--- src/hdl/dsj_pkg.sv ---
package dsj_pkg;
    localparam int unsigned ENV_PER_SEC    = 8000;
    localparam int unsigned NOM_BITS       = 5592;
    localparam int unsigned FIXED_BITS     = 5589;
    localparam int unsigned ROWS           = 9;
    localparam int unsigned CTRL_BITS      = 5;
    localparam int unsigned OPP_NOM        = 3;
    localparam int unsigned OPP_NEG        = 4;
    localparam int unsigned OPP_POS        = 2;
    localparam int unsigned FIX_PER_ROW    = 621;
    localparam int unsigned FILL_W         = 6;
    localparam logic [5:0]  FILL_CENTER    = 6'h20;
    localparam logic [5:0]  FILL_HI        = 6'h24;
    localparam logic [5:0]  FILL_LO        = 6'h1C;
    localparam logic [5:0]  FILL_MAX       = 6'h3F;
    localparam logic [3:0]  ROW_LAST       = 4'h8;
    localparam logic [9:0]  FIX_LAST       = 10'h26C;
    localparam logic [4:0]  CTRL_ONES      = 5'h1F;
    localparam logic [4:0]  CTRL_ZERO      = 5'h00;

    typedef enum logic [2:0] {
        DSJ_NOM = 3'h1,
        DSJ_NEG = 3'h2,
        DSJ_POS = 3'h4
    } dsj_just_t;

    // One slot request from the framing logic
    typedef struct packed {
        logic       env_start;  // first slot of an envelope
        logic       row_start;  // first slot of a row
        logic       fix_slot;   // fixed data position
        logic       ctl_slot;   // control bit position
        logic       opp_slot;   // stuff opportunity position
    } dsj_slot_t;

    // Bit produced toward the envelope
    typedef struct packed {
        logic       valid;
        logic       bit_val;
        logic       is_data;
    } dsj_out_t;
endpackage

--- src/hdl/dsj_justifier.sv ---
`timescale 1ns/10ps
module dsj_justifier #(
    parameter int unsigned DEPTH = 64   // tributary elastic store depth
) (
    input  wire logic              sys_clk_i,  // 25 MHz system clock
    input  wire logic              srst_i,     // Sync reset, active high
    input  wire logic              trib_vld_i, // Tributary bit strobe
    input  wire logic              trib_bit_i, // Tributary data bit
    input  wire dsj_pkg::dsj_slot_t slot_i,    // Envelope slot strobe
    output logic                   env_bit_o,  // Envelope bit out
    output logic                   env_vld_o,  // Envelope bit valid
    output logic                   env_dat_o,  // Slot carried data
    output logic [3:0]             opp_cnt_o,  // Data opps last envelope
    output logic                   ovf_o,      // Store over/underrun seen
    output logic [5:0]             fill_o      // Store fill level
);
    import dsj_pkg::*;

    // Pointers are FILL_W bits wide, so only one store depth fits them
    if (DEPTH != 2 ** FILL_W) begin : g_depth_chk
        $error("DEPTH must equal the fill pointer range");
    end

    // Elastic store absorbs rate offset between tributary and payload
    logic [DEPTH-1:0] mem, next_mem;
    logic [5:0]       wr_p, rd_p, fill, next_wr_p, next_rd_p, next_fill;
    // Envelope sequencing state
    dsj_just_t        just, next_just;
    logic [3:0]       row, next_row;
    logic [3:0]       opp_used, next_opp_used;
    logic [3:0]       opp_ok, next_opp_ok;
    logic             row_data, next_row_data;
    logic             ovf, next_ovf;
    dsj_out_t         out_q, next_out;
    logic             pop;
    logic [3:0]       target;

    // Count of data opportunities, from the decision being taken now so
    // that row zero of a new envelope already follows it
    always_comb begin
        case (next_just)
            DSJ_NEG: target = 4'(OPP_NEG);
            DSJ_POS: target = 4'(OPP_POS);
            DSJ_NOM: target = 4'(OPP_NOM);
            default: target = 4'(OPP_NOM);
        endcase
    end

    // Slot handling and store bookkeeping
    always_comb begin
        next_mem      = mem;
        next_wr_p     = wr_p;
        next_rd_p     = rd_p;
        next_just     = just;
        next_row      = row;
        next_opp_used = opp_used;
        next_opp_ok   = opp_ok;
        next_row_data = row_data;
        next_ovf      = ovf;
        next_out      = '0;
        pop           = 1'b0;
        if (slot_i.env_start) begin
            // Decide once per envelope so the whole SPE is consistent
            next_opp_ok   = opp_used;
            next_opp_used = '0;
            next_row      = '0;
            if (fill > FILL_HI)
                next_just = DSJ_NEG;
            else if (fill < FILL_LO)
                next_just = DSJ_POS;
            else
                next_just = DSJ_NOM;
        end else if (slot_i.row_start && row != ROW_LAST) begin
            next_row = row + 4'h1;
        end
        // Front-load data opportunities in early rows; the first control
        // slot comes with row_start, so it must see the new decision
        if (slot_i.row_start)
            next_row_data = next_opp_used < target;
        if (slot_i.ctl_slot) begin
            next_out.valid   = 1'b1;
            next_out.bit_val = ~next_row_data;
        end else if (slot_i.fix_slot) begin
            pop = 1'b1;
        end else if (slot_i.opp_slot) begin
            if (next_row_data) begin
                pop           = 1'b1;
                next_opp_used = opp_used + 4'h1;
            end else begin
                next_out.valid = 1'b1;           // stuff bit, zero
            end
        end
        if (pop) begin
            next_out.valid   = 1'b1;
            next_out.is_data = 1'b1;
            next_out.bit_val = mem[rd_p];
            if (fill == '0)
                next_ovf = 1'b1;                 // underrun, bit repeated
            else
                next_rd_p = rd_p + 6'h01;
        end
        if (trib_vld_i) begin
            if (fill == FILL_MAX && !pop) begin
                next_ovf = 1'b1;                 // overrun, bit dropped
            end else begin
                next_mem[wr_p] = trib_bit_i;
                next_wr_p      = wr_p + 6'h01;
            end
        end
        next_fill = next_wr_p - next_rd_p;
    end

    // Register stage
    always_ff @(posedge sys_clk_i) begin
        if (srst_i) begin
            mem      <= '0;
            wr_p     <= FILL_CENTER;   // start half full for margin
            rd_p     <= '0;
            fill     <= FILL_CENTER;
            just     <= DSJ_NOM;
            row      <= '0;
            opp_used <= '0;
            opp_ok   <= '0;
            row_data <= 1'b0;
            ovf      <= 1'b0;
            out_q    <= '0;
        end else begin
            mem      <= next_mem;
            wr_p     <= next_wr_p;
            rd_p     <= next_rd_p;
            fill     <= next_fill;
            just     <= next_just;
            row      <= next_row;
            opp_used <= next_opp_used;
            opp_ok   <= next_opp_ok;
            row_data <= next_row_data;
            ovf      <= next_ovf;
            out_q    <= next_out;
        end
    end

    assign env_bit_o = out_q.bit_val;
    assign env_vld_o = out_q.valid;
    assign env_dat_o = out_q.is_data;
    assign opp_cnt_o = opp_ok;
    assign ovf_o     = ovf;
    assign fill_o    = fill;

    // Controls in a data row read zero; row_data holds the row afterwards
    a_ctrl_zero_data: assert property (
        @(posedge sys_clk_i) disable iff (srst_i)
        slot_i.ctl_slot |=> !row_data || (env_vld_o && !env_bit_o))
        else $error("control bit not zero for data row");

    // Controls in a stuff row read one
    a_ctrl_one_stuff: assert property (
        @(posedge sys_clk_i) disable iff (srst_i)
        slot_i.ctl_slot |=> row_data || (env_vld_o && env_bit_o))
        else $error("control bit not one for stuff row");

    // Fixed positions always carry tributary data
    a_fixed_is_data: assert property (
        @(posedge sys_clk_i) disable iff (srst_i)
        slot_i.fix_slot && !slot_i.ctl_slot |=> env_dat_o)
        else $error("fixed slot did not carry data");

    // Never more data opportunities than a negative stuff allows
    a_opp_bounded: assert property (
        @(posedge sys_clk_i) disable iff (srst_i)
        opp_used <= 4'(OPP_NEG))
        else $error("too many data opportunities");

    // High fill asks for a negative stuff
    a_neg_on_high: assert property (
        @(posedge sys_clk_i) disable iff (srst_i)
        slot_i.env_start && fill > FILL_HI |=> just == DSJ_NEG)
        else $error("negative stuff not chosen");

    // Low fill asks for a positive stuff
    a_pos_on_low: assert property (
        @(posedge sys_clk_i) disable iff (srst_i)
        slot_i.env_start && fill < FILL_LO |=> just == DSJ_POS)
        else $error("positive stuff not chosen");

    // Mid-band fill keeps the nominal count
    a_nom_mid: assert property (
        @(posedge sys_clk_i) disable iff (srst_i)
        slot_i.env_start && fill >= FILL_LO && fill <= FILL_HI
        |=> just == DSJ_NOM)
        else $error("nominal not chosen");

    // Row index stays inside the nine rows
    a_row_bound: assert property (
        @(posedge sys_clk_i) disable iff (srst_i)
        row <= ROW_LAST)
        else $error("row index beyond nine rows");

    // Stuff opportunities go out as a zero that is not data
    a_stuff_opp_zero: assert property (
        @(posedge sys_clk_i) disable iff (srst_i)
        slot_i.opp_slot && !row_data |=> env_vld_o && !env_dat_o && !env_bit_o)
        else $error("stuff opportunity not sent as stuff");

    // Data opportunities carry a tributary bit
    a_data_opp_carried: assert property (
        @(posedge sys_clk_i) disable iff (srst_i)
        slot_i.opp_slot && row_data |=> env_vld_o && env_dat_o)
        else $error("data opportunity did not carry data");

    // Each envelope restarts the row walk and the opportunity count
    a_env_restart: assert property (
        @(posedge sys_clk_i) disable iff (srst_i)
        slot_i.env_start |=> row == '0 && opp_used == '0)
        else $error("envelope start did not restart rows");

    // A bit arriving at a full store with no read is flagged
    a_ovf_on_full: assert property (
        @(posedge sys_clk_i) disable iff (srst_i)
        trib_vld_i && fill == FILL_MAX && !slot_i.fix_slot
        && !slot_i.opp_slot |=> ovf_o)
        else $error("overrun not flagged");

    // The loss flag holds until reset so software never misses it
    a_ovf_sticky: assert property (
        @(posedge sys_clk_i) disable iff (srst_i)
        ovf_o |=> ovf_o)
        else $error("loss flag cleared without reset");
endmodule

--- config.mk ---
export PLATFORM = sky130hd
export DESIGN_NAME = dsj_justifier
export DESIGN_NICKNAME = d
export VERILOG_FILES = /design/src/hdl/dsj_pkg.sv /design/src/hdl/dsj_justifier.sv
export SDC_FILE = /design/constraint.sdc
export NUM_CORES = 1
export LEC_CHECK = 0
export BUFFER_PORTS_ARGS = -buffer_cell sky130_fd_sc_hd__buf_2
export CORE_UTILIZATION = 55
export DETAILED_ROUTE_END_ITERATION = 8
export GPL_TIMING_DRIVEN = 0
export HOLD_SLACK_MARGIN = 0.15
export PLACE_DENSITY_LB_ADDON = 0.15
export SYNTH_ARGS = -nofsm -noshare
export SYNTH_HDL_FRONTEND = slang
export SYNTH_SLANG_ARGS = --single-unit
export TNS_END_PERCENT = 100
--- constraint.sdc ---
create_clock -name sys_clk_i -period 4.08 [get_ports sys_clk_i]
set_clock_uncertainty 0.2 [all_clocks]
set_input_delay 0.408 -clock sys_clk_i [delete_from_list [all_inputs] [get_ports sys_clk_i]]
set_output_delay 0.408 -clock sys_clk_i [all_outputs]
set_load 0.01 [all_outputs]
==> results of run 1 <==
-- synthesized netlist by cell type (8+ instances only) --
| master | number |
|---|---|
| dfxtp_1 | 98 |
| nand3_1 | 76 |
| a21oi_1 | 70 |
| nor2_1 | 46 |
| o21ai_0 | 44 |
| nand2_1 | 30 |
| clkbuf_1 | 27 |
| mux4_2 | 21 |
| mux2i_1 | 17 |
| o21ai_1 | 12 |
| nor2b_1 | 11 |
| ha_1 | 9 |
| buf_1 | 8 |
-- cell families (layout without fill, tap and decap cells) --
logic type	after synthesis	after routing	share of synthesized area [%]
fa+ha+maj	10	10	2.68
buf+inv	50	98	4.28
mux	38	38	13.0
compound gates	146	146	16.1
flops	98	98	39.7
xor+xnor	8	8	1.70
simple gates	215	215	22.5
-- path summary, 6_finish.rpt --
check | slack [ns] | endpoint | from | cells after the start
worst max-delay path | 0.1 | fill_o[2] | fill_o[2] | 16
worst max register to register | 0.1 | fill_o[2] | fill_o[2] | 16
worst min-delay path | 0.16 | fill_o[4] | srst_i | 3
worst min register to register | 0.26 | mem[27] | mem[27] | 2
-- per-stage QoR --
stage                     power, µW  hold slack [ns]  cells
after CTS                      1970            0.166    714
after global placement         1310            0.241    693
after floorplan                1220            0.233    565
after global routing           2060            0.170    721
after detailed placement       1310            0.247    693
final                          1980            0.155    721
-- power by group through the flow --
| stage | logic (µW) | clock network, µW | registers (µW) |
|---|---|---|---|
| after floorplan | 192 | 0 | 1030 |
| after global placement | 277 | 0 | 1030 |
| after detailed placement | 281 | 0 | 1030 |
| after CTS | 299 | 662 | 1010 |
| after global routing | 338 | 702 | 1020 |
| final | 313 | 660 | 1010 |
-- layout make-up --
cell class,instances,area (µm²)
Fill cell,756,3060
Multi-Input combinational cell,417,2920
Sequential cell,98,1960
Buffer,42,205
Timing Repair Buffer,32,195
Tap cell,108,135
Clock buffer,10,128
Clock inverter,6,75.1
Inverter,8,30.0
-- worst max-delay path, delay by kind of cell, from the launching register on --
kind / cells / cell delay (ns)
AOI/OAI and AO/OA: 4 / 0.63
xor gates and xnor gates: 2 / 0.54
adders and majority gates: 3 / 0.98
buffers and inverters: 2 / 0.24
DFF: 1 / 0.35
and+or+nand+nor: 5 / 0.90
-- flip-flops by register name, indices dropped and copies added, names as in the netlist --
register,flops
env_bit_o,1
env_dat_o,1
env_vld_o,1
fill_o,6
just,3
mem,64
opp_cnt_o,4
opp_used,4
ovf_o,1
rd_p,6
row_data,1
wr_p,6
-- what timing repair did --
item                                    CTS  global route
resized for setup                        16            15
endpoints found under the hold margin     1             0
cloned                                    0             0
pin swaps                                 4            10
hold buffers                              2             0
endpoints found under the setup margin   12            12
setup buffers                             3             7
-- layer usage --
metal,up-vias,GRT usage (%),share of wire [%]
li1,2123,-,-
met1,2239,37.9,40
met2,224,52.0,48
met3,56,5.20,7.8
met4,0,17.5,4.6
met5,-,0,0
==> results.cfg, run 1 <==
[power_and_ir_drop]
pwr-share-comb_pct = 15.8
p_sw_share_pct = 29.2
ir_drop_uv = 190
switchingPower_uw = 580
p_int_uw = 1400
clkPwrFrac_pct = 33.3
power_frac_seq_pct = 51.0
p_leak_uw = 0.00201
p_per_area_nw_per_um2 = 351

[synth]
synth_cells = 565
yosysSeqAreaShare_pct = 39.7
synth_seq_cells = 98
synth_area_leader_cell = dfxtp_1
syn_area_per_cell_um2 = 8.75
synthesis.nets = 584
yosysWarningCount = 0
synth_top_area_share_pct = 39.7
synthTopCellsByArea = dfxtp_1 40%, mux4_2 9.6%, nand3_1 7.7%
synthArstFlopShare_pct = 0
ys.flop_type = dfxtp_1
synth_cell_types = 56
synth_area_um2 = 4940
synth-edff-count = 0

[global_route]
gr-total-overflow = 0
track_usage_pct = 31.1
grt_max_degree = 18
antenna_found_initial = 0
grt_pass1_wl_um = 22700
grt_pass1_vias = 4402

[route]
dr.pass1.iters = 5
vias_per_cell = 6.44
antenna_left = 0
vias = 4642
finalWirelength_um = 14400
drt-initial-drc-count = 389
wl_per_cell_um = 19.9
post-route-drc-count = 0

[sta]
slew_viol_final = 0
setup_violations = 0
fin_tns_setup_ns = 0
hold_viol = 0
fin_crit_sh_pct = 97.6
rsz0062_at_grt = true
layout_min_cycle_time_ns = 3.98
worst_slew_pin_slew_ns = 1.33
finalWorstSetupSlack_ns = 0.0983
relSlewSlack_pct = 10.5
fmax_mhz = 251

[clock_network]
clk_path_buf_depth = 2
cts.sinks = 98
clk_latency_ns = 0.37
cts_buffers = 9
root_buffer = clkbuf_8
cts_tree = built
h-tree-depth = 3
path_clk_slew_ns = 0.10

[floorplan]
core_um2 = 8720
fp.dieArea_um2 = 9370
io_pins = 23
die_w_um = 96.8
start_util_pct = 56.7
num_rows = 34
die_h_um = 96.8

[layout]
final_common_cell = dfxtp_1
drive_gt1_share_pct = 17.5
fin_util_pct = 64.9
final_cell_mix = 96 x dfxtp_1, 74 x nand3_1, 69 x a21oi_1
design_area_um2 = 5660
nNetsFinal = 627
antennaDiodeCount = 0
areaGrowthSynthToFinish_pct = 14.4

[setup_path]
critPathRequiredTime_ns = 4.12
endpoint_kind = flop
crit_arrival_ns = 4.02
criticalPathCategory = reg -> reg
max_stage_delay_ns = 0.45
cp_max_fo = 8
cp_cell_sequence = and3_4, o31a_1, o21ai_2, inv_1, ha_1, and3_1, o21ai_2, a21oi_2, or3_1, buf_4, nand2b_4, xnor2_2, ha_1, fa_1, xnor3_1, nor2_1
slowest_stage = fa_1
worstSetupStartpointType = flop

[placement]
dp_worst_setup_slack_ns = -0.616
place_congestion = 0.926
hpwlAfterDp_um = 9370
placedInstanceArea_um2 = 5190
numPortBuffers = 20

[status]
status = completed

[job]
max_cap_violations = 0

[hold_path]
hp-class = in -> reg
No activity file was read; power rests on OpenSTA's default activity.
==> run 2: changes to the inputs <==
--- a/config.mk
+++ b/config.mk
@@ -10,7 +10,7 @@
 export DETAILED_ROUTE_END_ITERATION = 8
 export GPL_TIMING_DRIVEN = 0
 export HOLD_SLACK_MARGIN = 0.15
-export PLACE_DENSITY_LB_ADDON = 0.15
+export PLACE_DENSITY = 0.75
 export SYNTH_ARGS = -nofsm -noshare
 export SYNTH_HDL_FRONTEND = slang
 export SYNTH_SLANG_ARGS = --single-unit
==> results.cfg, run 2 (synthesis gave the netlist of run 1 again) <==
[status]
status = completed

[clock_network]
cts_tree = built
clk_latency_ns = 0.37
cts.sinks = 98
h-tree-depth = 3
cts_buffers = 9
root_buffer = clkbuf_8
path_clk_slew_ns = 0.10
clk_path_buf_depth = 2

[hold_path]
hp-class = in -> reg

[layout]
areaGrowthSynthToFinish_pct = 14.6
antennaDiodeCount = 0
final_cell_mix = 96 x dfxtp_1, 75 x nand3_1, 68 x a21oi_1
nNetsFinal = 629
drive_gt1_share_pct = 17.9
final_common_cell = dfxtp_1
largest-register = mem
largest_reg_flops = 64

[floorplan]
io_pins = 23
die_w_um = 96.8
core_um2 = 8720
fp.dieArea_um2 = 9370
num_rows = 34
die_h_um = 96.8
start_util_pct = 56.7

[global_route]
gr-total-overflow = 0
antenna_found_initial = 0
grt_max_degree = 17
grt_pass1_vias = 4352
track_usage_pct = 30.6
grt_pass1_wl_um = 22400

[power_and_ir_drop]
p_leak_uw = 0.00203
ir_drop_uv = 256
p_int_uw = 1480
power_frac_seq_pct = 49.6
p_sw_share_pct = 27.5
p_per_area_nw_per_um2 = 360
pwr-share-comb_pct = 15.4
switchingPower_uw = 560
clkPwrFrac_pct = 34.9

[setup_path]
crit_arrival_ns = 4.00
slowest_stage = or3b_2
cp_cell_sequence = and3_4, o31a_1, o21ai_2, inv_1, ha_1, and3_1, o21ai_2, a21oi_2, o31a_4, nor3_4, buf_4, nand3_4, xnor2_2, ha_1, or3b_2, o211ai_1
endpoint_kind = flop
max_stage_delay_ns = 0.45
worstSetupStartpointType = flop
criticalPathCategory = reg -> reg
critPathRequiredTime_ns = 4.17
cp_max_fo = 5

[sta]
whs_ns = 0.189
worst_slew_pin_slew_ns = 1.21
fin_crit_sh_pct = 95.8
slew_viol_final = 0
layout_min_cycle_time_ns = 3.91
fin_tns_setup_ns = 0
setup_violations = 0
fmax_mhz = 256
relSlewSlack_pct = 19.1
hold_viol = 0
rsz0062_at_grt = true

[route]
dr.pass1.iters = 5
vias = 4596
antenna_left = 0
finalWirelength_um = 14100
drt-initial-drc-count = 410
vias_per_cell = 6.36
wl_per_cell_um = 19.4
post-route-drc-count = 0

[placement]
place_congestion = 0.876
hpwlAfterDp_um = 9350
numPortBuffers = 20

[job]
max_cap_violations = 0
-- run 2: cell types whose count changed in the layout (fill, tap and decap cells not counted), sizes merged --
cell,delta
inv,-1
clkbuf,+1
dlygate4sd3,+2
clkinvlp,-1
buf,-1
bufinv,+1
clkinv,+1
-- run 2: routing by layer --
metal	track usage, %	wire length, µm	vias up
met5	0	0	-
li1	-	-	2140
met1	39.6	5670	2171
met2	49.0	6710	233
met4	15.6	510	0
met3	5.56	1170	52
-- run 2: stage by stage --
| step | power, µW | instances | area, µm² | setup WS [ns] | utilization, % |
|---|---|---|---|---|---|
| finish | 2040 | 723 | 5670 | 0.169 | 65.0 |
| global route | 2120 | 723 | 5670 | -0.0239 | 65.0 |
| CTS | 2020 | 717 | 5540 | 0.00116 | 63.5 |
| detailed placement | 1310 | 693 | 5190 | -0.549 | 59.5 |
| global placement | 1300 | 693 | 5190 | -0.532 | 59.5 |
| floorplan | 1220 | 565 | 4950 | 0.0358 | - |
-- run 2: timing repair --
item	4_1_cts	5_1_grt
setup buffers	4	6
endpoints found under the hold margin	3	0
pin swaps	4	6
resized for setup	12	18
setup endpoints to repair	4	12
hold buffers	4	0
-- run 2: path summary, 6_finish.rpt --
path,slack (ns),from,to,cells after the start
max,0.17,fill_o[2],fill_o[4],16
min,0.19,slot_i[4],opp_cnt_o[2],3
max reg2reg,0.17,fill_o[2],fill_o[4],16
min reg2reg,0.26,mem[27],mem[27],2
-- run 2: worst max-delay path, delay by kind of cell, from the launching register on --
family          cells  cell delay (ns)
flops               1             0.34
compound gates      6             1.08
xor+xnor            1             0.19
fa+ha+maj           2             0.66
simple gates        5             1.13
buf+inv             2             0.24
-- run 2: layout make-up --
class                   instances  area, µm²
multi-input cells             417       2900
flip-flops and latches         98       1960
well taps                     108        135
clock inverters                 6       87.6
plain buffers                  42        194
inverters                       8       30.0
repair buffers                 34        215
fillers                       709       3060
clock buffers                  10        138
-- run 2: power groups by stage --
stage | Sequential [µW] | Clock (µW) | Combinational [µW]
after floorplan | 1030 | 0 | 192
after global routing | 1020 | 758 | 342
final | 1010 | 711 | 314
after global placement | 1030 | 0 | 273
after detailed placement | 1030 | 0 | 278
after CTS | 1010 | 716 | 296
